File: config.mk
export PLATFORM = sky130hd
export DESIGN_NAME = ref_diag
export DESIGN_NICKNAME = d
export VERILOG_FILES = /design/src/common/ref_diag_pkg.sv /design/src/hdl/sync3.sv /design/src/hdl/ref_diag.sv
export VERILOG_INCLUDE_DIRS = /design/src /design/src/common
export SDC_FILE = /design/constraint.sdc
export NUM_CORES = 1
export LEC_CHECK = 0
export ABC_CLOCK_PERIOD_IN_PS = 3150
export BUFFER_PORTS_ARGS = -buffer_cell sky130_fd_sc_hd__clkbuf_2
export CORE_MARGIN = 5
export CORE_UTILIZATION = 40
export CTS_BUF_LIST = sky130_fd_sc_hd__clkbuf_4 sky130_fd_sc_hd__clkbuf_8
export DETAILED_ROUTE_END_ITERATION = 7
export GPL_TIMING_DRIVEN = 0
export PLACE_DENSITY = 0.79
export RECOVER_POWER = 50
export SETUP_SLACK_MARGIN = 0.5
export SLEW_MARGIN = 20
export SYNTH_ARGS = -nofsm -noshare
export SYNTH_HDL_FRONTEND = slang
export SYNTH_SLANG_ARGS = --single-unit
File: constraint.sdc
create_clock -name clk_i -period 3.15 [get_ports clk_i]
set_clock_uncertainty 0.1 [all_clocks]
set_input_delay 0.1575 -clock clk_i [delete_from_list [all_inputs] [get_ports clk_i]]
set_output_delay 0.1575 -clock clk_i [all_outputs]
set_load 0.005 [all_outputs]
File: src/common/ref_diag_consts.svh
// constants for the reference-detect diagnostic block
`ifndef REF_DIAG_CONSTS_SVH
`define REF_DIAG_CONSTS_SVH
// register byte offsets
`define OFF_CTRL 4'h0
`define OFF_ERROR 4'h4
`define OFF_STATUS 4'h8
`define OFF_RESULT 4'hC
// ctrl fields
`define CTRL_CHECK_EN_BIT 0
`define CTRL_EXT_REF_BIT 1
`define CTRL_TEST_SRC_BIT 2
`define CTRL_RESET 32'h0000_0000
// error and status fields
`define ERROR_REF_LOSS_BIT 0
`define STATUS_ERR_BIT 7
// reference threshold in millivolts (0.3 V)
`define REF_MIN_MV 16'd300
// test source level in millivolts
`define TEST_SRC_MV 16'd20
`endif

File: src/common/ref_diag_pkg.sv
// types for the reference-detect diagnostic block
package ref_diag_pkg;
    typedef enum logic [1:0] {
        ST_IDLE = 2'b00,
        ST_CONV = 2'b01,
        ST_CAL = 2'b10
    } op_state_t;
endpackage : ref_diag_pkg

File: src/hdl/sync3.sv
// three-stage synchroniser with agreement of the last two stages
`timescale 1ns/10ps
module sync3 #(
    parameter int W = 1
) (
    input wire logic clk_i,
    input wire logic resetn_i,
    input wire logic [W-1:0] d_i,
    output logic [W-1:0] q_o
);
    // ----------------------------------------
    // stages
    // ----------------------------------------
    logic [W-1:0] s1; // first stage, read only by s2
    logic [W-1:0] s2;
    logic [W-1:0] s3;
    logic [W-1:0] q;
    logic [W-1:0] next_q;

    // output moves only when stages two and three agree
    always_comb begin
        for (int i = 0; i < W; i++) begin
            next_q[i] = (s2[i] == s3[i]) ? s3[i] : q[i];
        end
    end

    // registers only
    always_ff @(posedge clk_i or negedge resetn_i) begin
        if (!resetn_i) begin
            s1 <= '0;
            s2 <= '0;
            s3 <= '0;
            q <= '0;
        end else begin
            s1 <= d_i;
            s2 <= s1;
            s3 <= s2;
            q <= next_q;
        end
    end

    assign q_o = q;
endmodule : sync3

File: src/hdl/ref_diag.sv
// reference-loss detection, result forcing and calibration guard
// Notes on behaviour
// - detection only when enabled and external reference
// - flag sets on low or open reference
// - flag also sets status summary error bit
// - conversion results forced all ones on error
// - calibration coefficient write suppressed on error
// - flag possible after standby; error read clears
// - internal 20 mV test source selectable
// - flags cleared only by error register read
`timescale 1ns/10ps
`include "ref_diag_consts.svh"
module ref_diag
    import ref_diag_pkg::*;
#(
    parameter int DATA_W = 24
) (
    input wire logic clk_i,
    input wire logic resetn_i,
    // avalon-mm slave
    input wire logic [3:0] avs_address_i,
    input wire logic avs_read_i,
    input wire logic avs_write_i,
    input wire logic [31:0] avs_writedata_i,
    output logic [31:0] avs_readdata_o,
    output logic avs_waitrequest_o,
    // comparator pins from the reference monitor
    input wire logic ref_below_min_i,
    input wire logic ext_ref_pos_open_i,
    input wire logic ext_ref_neg_open_i,
    // converter datapath
    input wire logic conv_valid_i,
    input wire logic [DATA_W-1:0] conv_data_i,
    input wire logic cal_active_i,
    input wire logic cal_done_i,
    input wire logic [DATA_W-1:0] cal_coef_i,
    input wire logic standby_exit_i,
    output logic [DATA_W-1:0] result_o,
    output logic result_valid_o,
    output logic [DATA_W-1:0] cal_coef_o,
    output logic cal_coef_we_o,
    output logic test_source_pos_o,
    output logic test_source_neg_o
);
    // ----------------------------------------
    // pin synchronisation
    // ----------------------------------------
    logic [2:0] pins_raw; // raw comparator levels
    logic [2:0] pins_s; // synchronised comparator levels
    assign pins_raw = {ext_ref_neg_open_i, ext_ref_pos_open_i, ref_below_min_i};

    sync3 #(.W(3)) u_sync (
        .clk_i(clk_i),
        .resetn_i(resetn_i),
        .d_i(pins_raw),
        .q_o(pins_s)
    );

    // ----------------------------------------
    // register state
    // ----------------------------------------
    logic [2:0] ctrl; // check enable, external ref, test source
    logic [2:0] next_ctrl;
    logic ref_loss_flag; // sticky reference-loss flag
    logic next_ref_loss_flag;
    logic [31:0] rdata; // registered read data
    logic [31:0] next_rdata;
    logic ack; // answer phase of an access
    logic next_ack;
    logic [DATA_W-1:0] result; // last delivered result
    logic [DATA_W-1:0] next_result;
    logic result_valid;
    logic next_result_valid;
    logic [DATA_W-1:0] cal_coef;
    logic [DATA_W-1:0] next_cal_coef;
    logic cal_we;
    logic next_cal_we;

    logic ref_loss_check_enable; // ctrl bit 0
    logic ext_ref_sel; // ctrl bit 1
    logic loss_now; // live loss condition while checking
    logic err_read; // error register read taken this cycle
    logic access; // any access in its answer cycle

    assign ref_loss_check_enable = ctrl[`CTRL_CHECK_EN_BIT];
    assign ext_ref_sel = ctrl[`CTRL_EXT_REF_BIT];
    // detection runs only with enable and an external reference selected
    assign loss_now = ref_loss_check_enable && ext_ref_sel && (|pins_s);
    // every access takes one wait cycle, answered on the second edge
    assign access = (avs_read_i || avs_write_i) && ack;
    assign err_read = avs_read_i && ack && (avs_address_i == `OFF_ERROR);

    // ----------------------------------------
    // register file and flag next state
    // ----------------------------------------
    always_comb begin
        next_ctrl = ctrl;
        next_rdata = rdata;
        next_ack = 1'b0;
        next_ref_loss_flag = ref_loss_flag;
        // first cycle of a request raises ack; the answer cycle drops it
        if ((avs_read_i || avs_write_i) && !ack) begin
            next_ack = 1'b1;
        end
        if (avs_write_i && ack && avs_address_i == `OFF_CTRL) begin
            next_ctrl = avs_writedata_i[2:0];
        end
        // read clears, the only way to clear; a new loss wins over the clear
        if (err_read) begin
            next_ref_loss_flag = 1'b0;
        end
        // sticky: recovery of the reference never clears it
        if (loss_now) begin
            next_ref_loss_flag = 1'b1;
        end
        // read data prepared in the wait cycle
        if (avs_read_i && !ack) begin
            unique case (avs_address_i)
                `OFF_CTRL: next_rdata = {29'h0, ctrl};
                // a loss seen in this wait cycle is reported too, as the answer cycle clears the flag
                `OFF_ERROR: next_rdata = {31'h0, ref_loss_flag || loss_now};
                // summary error mirrors the flag
                `OFF_STATUS: next_rdata = {24'h0, ref_loss_flag, 7'h0};
                `OFF_RESULT: next_rdata = 32'(result);
                default: next_rdata = 32'h0000_0000;
            endcase
        end
    end

    // ----------------------------------------
    // datapath next state
    // ----------------------------------------
    always_comb begin
        next_result = result;
        next_result_valid = conv_valid_i;
        next_cal_we = 1'b0;
        next_cal_coef = cal_coef;
        if (conv_valid_i) begin
            // error turns the result into all ones so the host can spot it
            next_result = (ref_loss_flag || loss_now) ? {DATA_W{1'b1}} : conv_data_i;
        end
        if (cal_active_i && cal_done_i) begin
            next_cal_coef = cal_coef_i;
            // bad coefficients are still latched into cal_coef, but their write strobe cal_we stays low
            next_cal_we = !(ref_loss_flag || loss_now);
        end
    end

    // ----------------------------------------
    // registers
    // ----------------------------------------
    always_ff @(posedge clk_i or negedge resetn_i) begin
        if (!resetn_i) begin
            ctrl <= 3'h0;
            ref_loss_flag <= 1'b0;
            rdata <= 32'h0000_0000;
            ack <= 1'b0;
            result <= '0;
            result_valid <= 1'b0;
            cal_coef <= '0;
            cal_we <= 1'b0;
        end else begin
            ctrl <= next_ctrl;
            ref_loss_flag <= next_ref_loss_flag;
            rdata <= next_rdata;
            ack <= next_ack;
            result <= next_result;
            result_valid <= next_result_valid;
            cal_coef <= next_cal_coef;
            cal_we <= next_cal_we;
        end
    end

    // ----------------------------------------
    // outputs
    // ----------------------------------------
    assign avs_readdata_o = rdata;
    assign avs_waitrequest_o = (avs_read_i || avs_write_i) && !ack;
    assign result_o = result;
    assign result_valid_o = result_valid;
    assign cal_coef_o = cal_coef;
    assign cal_coef_we_o = cal_we;
    // internal test pair routed to the channel input on request
    assign test_source_pos_o = ctrl[`CTRL_TEST_SRC_BIT];
    assign test_source_neg_o = ctrl[`CTRL_TEST_SRC_BIT];

    // ----------------------------------------
    // converter activity tracking
    // ----------------------------------------
    // what the converter is busy with, so the checks can tell a
    // calibration answer from a conversion word
    op_state_t op_state;
    op_state_t next_op_state;

    // calibration outranks conversion; a loss at standby exit is latched like any other
    always_comb begin
        next_op_state = op_state;
        unique case (op_state)
            ST_IDLE: begin
                if (cal_active_i) begin
                    next_op_state = ST_CAL;
                end else if (conv_valid_i) begin
                    next_op_state = ST_CONV;
                end
            end
            ST_CONV: begin
                // a calibration request interrupts the conversion stream
                if (cal_active_i) begin
                    next_op_state = ST_CAL;
                end
            end
            ST_CAL: begin
                // coefficient handed over or run abandoned
                if (!cal_active_i) begin
                    next_op_state = ST_IDLE;
                end
            end
            // the fourth code is never entered; recover to idle
            default: next_op_state = ST_IDLE;
        endcase
        // standby exit restarts the tracking from idle
        if (standby_exit_i) begin
            next_op_state = ST_IDLE;
        end
    end

    // state register only
    always_ff @(posedge clk_i or negedge resetn_i) begin
        if (!resetn_i) begin
            op_state <= ST_IDLE;
        end else begin
            op_state <= next_op_state;
        end
    end

    // ----------------------------------------
    // assertions
    // ----------------------------------------
    a_flag_sets_on_loss: assert property (@(posedge clk_i) disable iff (!resetn_i)
        loss_now |=> ref_loss_flag)
        else $error("flag not set after loss");

    a_no_check_disabled: assert property (@(posedge clk_i) disable iff (!resetn_i)
        (!ref_loss_flag && !(ref_loss_check_enable && ext_ref_sel)) |=> !ref_loss_flag)
        else $error("flag set while detection off");

    a_flag_sticky: assert property (@(posedge clk_i) disable iff (!resetn_i)
        (ref_loss_flag && !err_read) |=> ref_loss_flag)
        else $error("flag dropped without read");

    a_clear_by_read: assert property (@(posedge clk_i) disable iff (!resetn_i)
        $fell(ref_loss_flag) |-> $past(err_read) && !$past(loss_now))
        else $error("flag cleared without error read");

    a_read_clears: assert property (@(posedge clk_i) disable iff (!resetn_i)
        (err_read && !loss_now) |=> !ref_loss_flag)
        else $error("error read did not clear flag");

    a_status_summary: assert property (@(posedge clk_i) disable iff (!resetn_i)
        (avs_read_i && !ack && avs_address_i == `OFF_STATUS) |=> rdata[`STATUS_ERR_BIT] == $past(ref_loss_flag))
        else $error("status summary bit wrong");

    a_result_ones: assert property (@(posedge clk_i) disable iff (!resetn_i)
        (conv_valid_i && ref_loss_flag) |=> result_valid && (&result))
        else $error("result not forced to ones");

    a_cal_blocked: assert property (@(posedge clk_i) disable iff (!resetn_i)
        (cal_active_i && cal_done_i && ref_loss_flag && !err_read) |=> !cal_we ##0 ref_loss_flag)
        else $error("coefficient written during ref loss");

    a_test_pair: assert property (@(posedge clk_i) disable iff (!resetn_i)
        (avs_write_i && ack && avs_address_i == `OFF_CTRL)
            |=> test_source_pos_o == $past(avs_writedata_i[`CTRL_TEST_SRC_BIT]) && test_source_neg_o == test_source_pos_o)
        else $error("test source routing wrong");

    a_single_wait: assert property (@(posedge clk_i) disable iff (!resetn_i)
        access |=> !ack)
        else $error("access held more than one wait cycle");

    a_result_pass: assert property (@(posedge clk_i) disable iff (!resetn_i)
        (conv_valid_i && !ref_loss_flag && !loss_now) |=> result == $past(conv_data_i))
        else $error("clean result altered");

    a_valid_pulse: assert property (@(posedge clk_i) disable iff (!resetn_i)
        conv_valid_i |=> result_valid)
        else $error("result valid missing");

    a_cal_pass: assert property (@(posedge clk_i) disable iff (!resetn_i)
        (cal_active_i && cal_done_i && !ref_loss_flag && !loss_now) |=> cal_we && cal_coef == $past(cal_coef_i))
        else $error("clean coefficient not written");

    a_ctrl_write: assert property (@(posedge clk_i) disable iff (!resetn_i)
        (avs_write_i && ack && avs_address_i == `OFF_CTRL) |=> ctrl == $past(avs_writedata_i[2:0]))
        else $error("control write lost");

    a_err_readback: assert property (@(posedge clk_i) disable iff (!resetn_i)
        (avs_read_i && !ack && avs_address_i == `OFF_ERROR)
            |=> rdata[`ERROR_REF_LOSS_BIT] == $past(ref_loss_flag || loss_now))
        else $error("error register read back wrong");

    a_standby_keeps: assert property (@(posedge clk_i) disable iff (!resetn_i)
        (standby_exit_i && ref_loss_flag && !err_read) |=> ref_loss_flag)
        else $error("standby exit cleared flag");

    a_cal_state: assert property (@(posedge clk_i) disable iff (!resetn_i)
        (cal_active_i && !standby_exit_i) |=> op_state == ST_CAL)
        else $error("calibration not tracked");
endmodule : ref_diag

Word-level counts from Yosys, hierarchy flattened
Cells that the tools add are included.
- flip-flop bits (word level): 99
- bits of input ports: 95
- word-level logic and storage cells: 42
- equal/unequal tests: 6
- multiplexer cells: 6
- reduce and logical (&&, ||, !) cells: 16
- operators with widths (cell ; count):
    $pmux 24 s4 ; 1
    $mux 24 ; 1
    $logic_and 1x1->1 ; 9
    $eq 4x4->1 const B ; 2
    $eq 4x3->1 const B ; 1
    $logic_not 4->1 ; 1
    $mux 1 ; 4
    $eq 1x1->1 ; 3
    $reduce_or 3->1 ; 1
    $logic_not 1->1 ; 2
    $logic_or 1x1->1 ; 2
    $reduce_bool 2->1 ; 1

Depth between registers and ports, before layout
Gate-level depths: netlist of run 1.
- depth after elaboration: 5
- gate-level depth with buffers: 5
- mapped depth without buffers: 3

Hierarchy
A second synthesis of run 1 with hierarchy kept.
- cells, all modules: 271
- area total of the unflattened synthesis: 3593.4 µm²
- by module, submodules not included (module ; instances ; cells each ; area each (µm²) ; sequential area each (µm²)):
    ref_diag ; 1 ; 256 ; 3259.4 ; 1976.9
    sync3 ; 1 ; 15 ; 334.1 ; 300.3

Worst setup path before layout of run 1
OpenSTA, ideal clock, no wires.
- path kind: reg2reg
- start: register u_sync.q[1] (netlist: u_sync.q_o[1])
- end: register result[12] (netlist: result_o[12])
- library setup time: 0.137 ns
- arrival: 1.138 ns
- required time: 2.913 ns
- slack: 1.775 ns
- cell stages (with the launch flop): 6
- path buffers: 2
- period minus slack after synthesis: 1.375 ns
- path through: dfrtp_1 o311a_1 buf_6 buf_12 nor3_2 a21oi_1
- cells in the longest elaborated chain, start to end: 4
- RTL lines (item ; line ; source):
    start: declaration ; sync3.sv:17 ; logic [W-1:0] q;
    start signal: assignment ; sync3.sv:38 ; q <= next_q;
    $reduce_or 3->1 ; ref_diag.sv:88 ; assign loss_now = ref_loss_check_enable && ext_ref_sel && (|pins_s);
    $logic_and 1x1->1 ; ref_diag.sv:88 ;
    $logic_or 1x1->1 ; ref_diag.sv:140 ; next_result = (ref_loss_flag || loss_now) ? {DATA_W{1'b1}} : conv_data_i;
    $mux 24 ; ref_diag.sv:140 ;
    end signal: assignment ; ref_diag.sv:167 ; result <= next_result;
    end: declaration ; ref_diag.sv:70 ; logic [DATA_W-1:0] result;
No other way between the ends.
A chain may end at the register's enable or synchronous reset.

Final worst setup path of run 1
- start: input avs_write_i
- end: output avs_waitrequest_o
- cells in the longest elaborated chain, start to end: 2
- RTL lines (item ; line ; source):
    start: declaration ; ref_diag.sv:23 ; input wire logic avs_write_i,
    $logic_or 1x1->1 ; ref_diag.sv:178 ; assign avs_waitrequest_o = (avs_read_i || avs_write_i) && !ack;
    $logic_and 1x1->1 ; ref_diag.sv:178 ;
    end: declaration ; ref_diag.sv:26 ; output logic avs_waitrequest_o,
No other way between the ends.

==> impl_metrics.toml, run 1 <==
[outcome]
status = "finished clean"

[placement]
hpwl_um = 6670
routabilityCongestion = 0.818
portBuffers = 141
placed_cells = 527
post-place-ws_ns = 1.64

[cts]
cts_root_buffer = "clkbuf_8"
cts_tree = "yes"
htreeDepth = 3
numCtsBuffers = 9
clock-sinks = 91
clock_latency_ns = 0.35
cts_setup_buffers = 0
cts_buffer_depth = 2
clk_pin_slew_ns = 0.08
cts_hold_buf = 52
cts_resized = 0

[logic_synthesis]
synthArstFlopShare_pct = 100
synth_ff_type = "dfrtp_1"
muxShareOfSynthArea_pct = 8.76
syn_area_per_cell_sq_um = 13.2
synth_adder_area_share_pct = 0.838
yosysTopAreaCell = "dfrtp_1"
synthTopCellsByArea = "dfrtp_1 64%, mux2_2 8.5%, nor3_2 5.0%, a22o_1 4.9%, a21oi_1 3.4%"
ys_types = 31
synth_xor_area_share_pct = 0
synth-compound-area-share_pct = 10.3
post_synth_instance_area_sq_um = 3580
ys_seq_area_share_pct = 63.5
synth_warnings = 0
synth_top_area_share_pct = 63.5
synth_edf_count = 0
yosys.area_share.simple_pct = 10.9
synth_top_family_by_area = "simple AND/OR/NAND/NOR gates"
ys_ff_latch = 91
syn_inst = 271

[sta]
rsz0062_at_grt = "false"
finalHoldViolCount = 0
setup_violations = 0
max_freq_mhz = 519
tns_ns = 0
drv_slew = 0
relSlewSlack_pct = 52.4
period_share_pct = 61.2
fin_crit_ns = 1.93
finalWorstSetupSlack_ns = 1.22
tightest_slew_ns = 0.714

[worst_hold_path]
holdPathEnd = "result_o[21]"
hold_class = "in2reg"
whs_path_depth = 3
hold_start = "conv_data_i[21]"

[pwr]
leakage_nw = 2.47
vdd_drop_max_v = 0.000273
power-per-cell-area_nw_per_um2 = 602

[final_layout]
layout-drive-gt1-share_pct = 42.1
finish.utilization_pct = 59.7
diodes = 0
mostFrequentLayoutCell = "clkbuf_2"
area.growth.synth_to_final_pct = 45.2
final_nets = 577
layout.cells.non_filler = 595
final_cell_mix = "125 x clkbuf_2, 91 x dfrtp_1, 52 x dlygate4sd3_1, 28 x nor2_1, 26 x mux2_2"

[drt]
vias = 2900
wl_um = 9820
wire_per_inst_um = 16.5
via_per_inst = 4.87
dr.pass1.iters = 4
drt-initial-drc-count = 87
drc = 0
postRouteAntennaNets = 0

[critical_path]
worstPathRequired_ns = 2.89
start_kind = "input pin"
worst_ep_arrival_time_ns = 1.67
worst-path-max-fanout = 2
reg2reg_to = "result_o[17]"
reg2reg_from = "u_sync.q_o[1]"
crit_type = "in2out"
end_kind = "output pin"
reg2reg_depth = 5
r2r_slack_ns = 1.65

[floorplanning]
core_sq_um = 8720
core.rowCount = 34
die_x_um = 105
pin_count = 180
die-area_sq_um = 11000
initial_core_util_pct = 41.1
die_h_um = 105

[grt]
track_usage_pct = 18.3
first_global_vias = 3150
globalRoute.totalOverflow = 0
antenna_found_initial = 0
grt_pass1_wl_um = 16300
grt_max_degree = 92

[run]
drv_cap = 0
## layout make-up
class                      count  area (sq um)
clock inverter                 7           121
tap                          108           135
clock buffer                   9           124
multi-input combinational    159          1140
sequential                    91          2280
inverter                       1          3.75
buffer                        27           191
fill                         699          3520
timing repair buffer         193          1220
## worst max-delay path: stages
cell and delay, ns:
dlygate4sd3_1 0.53, clkbuf_2 0.11, nor2_1 0.04, dlygate4sd3_1 0.55, nor2_1 0.15, clkbuf_2 0.14
## per-layer routing
metal	global-route usage [%]	share of wire, %
met4	5.66	1.8
met5	0	0
met2	32.6	53
met1	21.3	37
met3	5.43	8.1
## logic make-up (layout without fill, tap and decap cells)
kind of cell,after synthesis,after routing
buffers and inverters,28,237
AO/OA/AOI/OAI,54,54
other,1,8
flip-flops,91,91
adder cells (fa/ha/maj),3,3
AND/OR/NAND/NOR,66,66
multiplexers,28,28
## worst max-delay path by stage
stage | from | endpoint | slack, ns | cells past startpoint
detailed placement | conv_valid_i | result_o[19] | 1.64 | 4
CTS | avs_write_i | avs_waitrequest_o | 1.27 | 6
global route | avs_write_i | avs_waitrequest_o | 1.17 | 6
floorplan | u_sync.q_o[1] | result_o[12] | 1.78 | 5
finish | avs_write_i | avs_waitrequest_o | 1.22 | 6
global placement | resetn_i | cal_coef_o[3] | 0.86 | 1
## metrics by stage
step	total power [mW]	hold WS [ns]	area (sq um)
after floorplan	1.83	-0.238	3610
after global placement	2.13	0.166	4450
after detailed placement	2.16	0.168	4460
after CTS	3.17	0.000133	5230
after global routing	3.32	0.0140	5200
final	3.14	0.0169	5200
## sequential cells by signal (all words and copies together) (netlist names)
register and count:
u_sync.s3 3, avs_readdata_o 24, u_sync.q_o 3, u_sync.s2 3, cal_coef_we_o 1, ref_loss_flag 1
u_sync.s1 3, ctrl 3, cal_coef_o 24, ack 1, result_o 24, result_valid_o 1
## Yosys cell counts (all sizes together) (2+ instances only)
library cell	n
nor2b	2
o21ai	2
a22o	20
nor2	28
mux2	27
dfrtp	91
nand2	6
clkbuf	6
maj3	3
a22oi	3
buf	21
a21oi	24
nor3	25
## report_power, final
part / leakage [nW] / total, mW / switching [mW] / internal [mW]
Clock: 0.124 / 0.954 / 0.421 / 0.533
Combinational: 1.26 / 0.725 / 0.352 / 0.373
Sequential: 1.09 / 1.46 / 0.119 / 1.34
Total: 2.47 / 3.14 / 0.892 / 2.24
No activity file was read; power rests on OpenSTA's default activity.
==> run 2: changes to the inputs <==
--- a/config.mk
+++ b/config.mk
@@ -6,7 +6,7 @@
 export SDC_FILE = /design/constraint.sdc
 export NUM_CORES = 1
 export LEC_CHECK = 0
-export ABC_CLOCK_PERIOD_IN_PS = 3150
+export ABC_CLOCK_PERIOD_IN_PS = 2000
 export BUFFER_PORTS_ARGS = -buffer_cell sky130_fd_sc_hd__clkbuf_2
 export CORE_MARGIN = 5
 export CORE_UTILIZATION = 40
==> constraint.sdc (replaced) <==
create_clock -name clk_i -period 2 [get_ports clk_i]
set_clock_uncertainty 0.1 [all_clocks]
set_input_delay 0.1 -clock clk_i [delete_from_list [all_inputs] [get_ports clk_i]]
set_output_delay 0.1 -clock clk_i [all_outputs]
set_load 0.005 [all_outputs]
==> run 2 against run 1 <==
  * Register-to-register slack got worse by 1.1 ns
  * Global-route usage up 0.58 points
  * Combinational power up 63%
  * Power rose by 59%
  * Core utilization up 1.2 points
  * Largest power group unchanged
  * Sequential share of layout area is 0.89 points lower
  * Clock power is 57% higher
  * Sequential power grew 57%
  * Critical path depth fell by 2
  * Critical endpoint is now avs_readdata_o[0]
  * Sequential cell count is the same
  * Hold slack better by 0.029 ns
==> impl_metrics.toml, run 2 (synthesized netlist as in run 1, its figures left out) <==
[outcome]
status = "finished clean"

[final_layout]
n_fill_cell = 690
mostFrequentLayoutCell = "clkbuf_2"
layout.cells.non_filler = 605
area.growth.synth_to_final_pct = 48.2
final_cell_mix = "128 x clkbuf_2, 91 x dfrtp_1, 61 x dlygate4sd3_1, 28 x nor2_1, 26 x mux2_2"
diodes = 0
layout-drive-gt1-share_pct = 42.1
final_nets = 587

[sta]
finalWorstSetupSlack_ns = 0.505
hold_slack_ns = 0.0459
max_freq_mhz = 669
tightest_slew_ns = 1.21
finalHoldViolCount = 0
setup_violations = 0
period_share_pct = 74.7
rsz0062_at_grt = "true"
relSlewSlack_pct = 19.6
fin_crit_ns = 1.49
drv_slew = 0

[drt]
via_per_inst = 4.88
vias = 2951
drt-initial-drc-count = 105
wl_um = 9970
wire_per_inst_um = 16.5
postRouteAntennaNets = 0
dr.pass1.iters = 4
drc = 0

[cts]
clock_latency_ns = 0.35
cts_root_buffer = "clkbuf_8"
cts_tree = "yes"
cts_buffer_depth = 2
htreeDepth = 3
clk_pin_slew_ns = 0.10
numCtsBuffers = 9
clock-sinks = 91

[floorplanning]
pin_count = 180
core.rowCount = 34
die-area_sq_um = 11000
die_h_um = 105
core_sq_um = 8720
die_x_um = 105
initial_core_util_pct = 41.1

[critical_path]
r2r_slack_ns = 0.51
cpPeakStageDelay_ns = 0.38
worst_ep_arrival_time_ns = 1.61
worstPathRequired_ns = 2.12
cpMaxStageDelayCell = "dfrtp_1"
end_kind = "register"
start_kind = "register"
worst-path-max-fanout = 9
crit_type = "reg2reg"
path_cells = "o311a_1 > buf_6 > o2111ai_1 > a22oi_1"

[placement]
post-place-ws_ns = 0.514
routabilityCongestion = 0.818
placed_cells = 527
portBuffers = 141
hpwl_um = 6670

[run]
drv_cap = 0

[pwr]
vdd_drop_max_v = 0.000431
leakage_nw = 2.52
power-per-cell-area_nw_per_um2 = 936

[grt]
antenna_found_initial = 0
grt_pass1_wl_um = 16800
track_usage_pct = 18.9
globalRoute.totalOverflow = 0
first_global_vias = 3239
grt_max_degree = 92

[worst_hold_path]
hold_class = "in2reg"
run 2: cell count changes in the layout (fill, tap and decap cells not counted):
cell,previous run,this run
nor3_2,18,16
clkbuf_4,0,2
dlygate4sd3_1,52,61
nor3_4,0,2
clkbuf_8,10,9
clkbuf_1,23,20
clkbuf_2,125,128
run 2: per-stage QoR:
step                      power (mW)  cell area [sq um]  setup TNS, ns  utilization, %
after global placement          3.35               4450         -20.80            51.0
after global routing            5.26               5310              0            60.9
after detailed placement        3.41               4460              0            51.1
final                           4.97               5310              0            60.9
after floorplan                 2.89               3610              0               -
after CTS                       5.01               5320              0            61.0
run 2: report_power, final:
group	leakage (nW)	switching, mW	internal [mW]
registers	1.09	0.188	2.11
clock network	0.124	0.658	0.839
logic	1.31	0.570	0.610
run 2: critical path, delay by kind of cell, from the launching register on:
family / cells / cell delay, ns
AOI/OAI and AO/OA: 3 / 0.72
DFF: 1 / 0.38
buffers and inverters: 1 / 0.15
run 2: final timing paths:
path                                  start                end  cells after the start
min reg2reg                    u_sync.s1[2]       u_sync.s2[2]                      0
max in group asynchronous          resetn_i     cal_coef_o[14]                      2
min in group asynchronous          resetn_i  avs_readdata_o[9]                      2
min                        avs_address_i[1]  avs_readdata_o[7]                      4
max reg2reg                   u_sync.q_o[1]  avs_readdata_o[0]                      4
max                           u_sync.q_o[1]  avs_readdata_o[0]                      4
run 2: timing repair:
action,CTS,global route
hold buffers,61,0
endpoints found under the setup margin,7,19
endpoints found under the hold margin,149,0
pin swaps,0,0
cloned,0,0
gates resized for setup,0,2
setup buffers,1,0
run 2: area by class of cell:
| type | count | area, sq um | share of cell area, % |
|---|---|---|---|
| Timing Repair Buffer | 203 | 1310 | 24.7 |
| Clock inverter | 7 | 121 | 2.28 |
| Clock buffer | 9 | 124 | 2.33 |
| Multi-Input combinational cell | 159 | 1150 | 21.6 |
| Tap cell | 108 | 135 | 2.54 |
| Buffer | 27 | 191 | 3.60 |
| Inverter | 1 | 3.75 | 0.0707 |
| Sequential cell | 91 | 2280 | 42.9 |
run 2: metal layers:
layer  up-vias  GRT usage [%]  routed length (um)
met5         -              0                   0
met4         0           6.12                 209
met3        20           5.55                 806
met2       132           33.7                5340
met1      1422           21.8                3620
li1       1377              -                   -
==> run 3: changes to the inputs <==
--- a/config.mk
+++ b/config.mk
@@ -6,14 +6,14 @@
 export SDC_FILE = /design/constraint.sdc
 export NUM_CORES = 1
 export LEC_CHECK = 0
-export ABC_CLOCK_PERIOD_IN_PS = 2000
+export ABC_CLOCK_PERIOD_IN_PS = 1350
 export BUFFER_PORTS_ARGS = -buffer_cell sky130_fd_sc_hd__clkbuf_2
 export CORE_MARGIN = 5
 export CORE_UTILIZATION = 40
 export CTS_BUF_LIST = sky130_fd_sc_hd__clkbuf_4 sky130_fd_sc_hd__clkbuf_8
 export DETAILED_ROUTE_END_ITERATION = 7
 export GPL_TIMING_DRIVEN = 0
-export PLACE_DENSITY = 0.79
+export PLACE_DENSITY = 0.82
 export RECOVER_POWER = 50
 export SETUP_SLACK_MARGIN = 0.5
 export SLEW_MARGIN = 20
==> constraint.sdc (replaced) <==
create_clock -name clk_i -period 1.35 [get_ports clk_i]
set_clock_uncertainty 0.1 [all_clocks]
set_input_delay 0.0675 -clock clk_i [delete_from_list [all_inputs] [get_ports clk_i]]
set_output_delay 0.0675 -clock clk_i [all_outputs]
set_load 0.005 [all_outputs]
==> run 3 against run 2 <==
  * The flow now finishes with violations (hold timing, setup timing)
  * Fmax shrank 1.1%
  * Die area is the same
  * Sequential share of layout area shrank 5.9 points
  * Critical path depth grew 1
  * Core utilization grew 9.8 points
  * Critical endpoint is now result_o[2]
  * Largest power group unchanged
==> impl_metrics.toml, run 3 (synthesized netlist as in run 1, its figures left out) <==
[drt]
drc = 0
via_per_inst = 4.91
wl_um = 11600
dr.pass1.iters = 4
postRouteAntennaNets = 0
drt-initial-drc-count = 91
vias = 3278
wire_per_inst_um = 17.4

[worst_hold_path]
hold_class = "in2async"

[final_layout]
mostFrequentLayoutCell = "clkbuf_2"
diodes = 0
layout-drive-gt1-share_pct = 55.9
final_cell_area_sq_um = 6170
final_nets = 650
area.growth.synth_to_final_pct = 72.1
final_cell_mix = "96 x clkbuf_2, 90 x dfrtp_1, 65 x buf_4, 55 x dlygate4sd3_1, 43 x buf_2"

[sta]
fin_crit_ns = 1.51
drv_slew = 0
finalHoldViolCount = 95
setup_violations = 34
rsz0062_at_grt = "true"
period_share_pct = 112
tightest_slew_ns = 1.23
finalWorstSetupSlack_ns = -0.162
relSlewSlack_pct = 18.3
max_freq_mhz = 661
hold_slack_ns = -0.114

[critical_path]
worst-path-max-fanout = 10
crit_start = "u_sync.q_o[1]"
worst_ep_arrival_time_ns = 1.63
r2r_slack_ns = -0.16
reg2reg_to = "result_o[2]"
end_kind = "register"
reg2reg_depth = 5
setup.worst_path.end = "result_o[2]"
start_kind = "register"
worstPathRequired_ns = 1.47
crit_type = "reg2reg"
reg2reg_from = "u_sync.q_o[1]"

[cts]
clock_latency_ns = 0.35
cts_root_buffer = "clkbuf_8"
cts_hold_buf = 55
htreeDepth = 3
cts_buffer_depth = 2
cts_tree = "yes"
numCtsBuffers = 9
clock-sinks = 91
clk_pin_slew_ns = 0.09

[floorplanning]
die-area_sq_um = 11000
core.rowCount = 34
die_x_um = 105
core_sq_um = 8720
initial_core_util_pct = 41.1
pin_count = 180
die_h_um = 105

[run]
drv_cap = 0

[pwr]
power-per-cell-area_nw_per_um2 = 1280
p_total_mw = 7.88
leakage_nw = 3.07
vdd_drop_max_v = 0.000844

[outcome]
violations = "hold timing, setup timing"
status = "complete, but fails checks"

[grt]
track_usage_pct = 20.5
antenna_found_initial = 0
globalRoute.totalOverflow = 0
grt_pass1_wl_um = 18200
grt_max_degree = 92
first_global_vias = 3620

[placement]
hpwl_um = 6700
portBuffers = 141
routabilityCongestion = 0.784
placed_area_sq_um = 4520
run 3: cell count changes in the layout (fill, tap and decap cells not counted), sizes merged:
cell | before | now
bufinv | 3 | 1
clkbuf | 159 | 114
dlygate4sd3 | 61 | 55
buf | 19 | 135
inv | 3 | 2
clkinvlp | 0 | 1
run 3: per-stage QoR:
step | hold slack (ns) | std cells | TNS, ns | utilization (%) | worst slack (ns)
after floorplan | -0.328 | 278 | -0.311 | - | -0.0174
after global placement | 0.0753 | 527 | -77.48 | 51.7 | -0.839
after detailed placement | 0.0784 | 527 | -2.16 | 51.8 | -0.144
after CTS | -0.309 | 652 | -3.55 | 67.9 | -0.141
after global routing | -0.102 | 668 | -6.43 | 70.7 | -0.234
final | -0.114 | 668 | -3.49 | 70.7 | -0.162
run 3: timing repair:
action | in CTS | in global routing
gates cloned | 5 | 0
endpoints found under the hold margin | 150 | 95
endpoints found under the setup margin | 146 | 157
setup buffers | 49 | 16
pin swaps | 13 | 5
resized for setup | 49 | 76
run 3: worst min path at each step:
stage | start | to | slack, ns | depth (start not counted)
after detailed placement | resetn_i | avs_readdata_o[6] | 0.08 | 1
after floorplan | resetn_i | ack | -0.33 | 0
after global placement | ext_ref_neg_open_i | u_sync.s1[2] | 0.08 | 1
after CTS | resetn_i | avs_readdata_o[6] | -0.31 | 1
final | resetn_i | result_o[9] | -0.11 | 1
after global routing | avs_write_i | ack | -0.10 | 3
run 3: metal layers:
metal | track usage, % | wire [um]
met1 | 22.8 | 4300
met3 | 4.99 | 727
met4 | 6.85 | 203
met5 | 0 | 0
met2 | 38.2 | 6390
run 3: where the power goes:
group | leakage (nW) | internal, mW | total [mW] | switching [mW]
sequential | 1.08 | 3.12 | 3.36 | 0.244
combinational | 1.88 | 1.45 | 2.59 | 1.14
clock | 0.106 | 0.964 | 1.93 | 0.962
run 3: worst max-delay path: stages, from the launching register on:
cell     delay (ns)
dfrtp_1        0.39
o311a_1        0.38
buf_6          0.15
buf_8          0.15
nor3_2         0.11
a21oi_1        0.08
run 3: area by class of cell:
type	count	area [sq um]
plain buffers	27	263
clock buffers	11	151
clock inverters	5	60.1
fillers	613	2550
inverters	1	3.75
multi-input cells	159	1380
flip-flops and latches	91	2280
well taps	108	135
repair buffers	266	1900
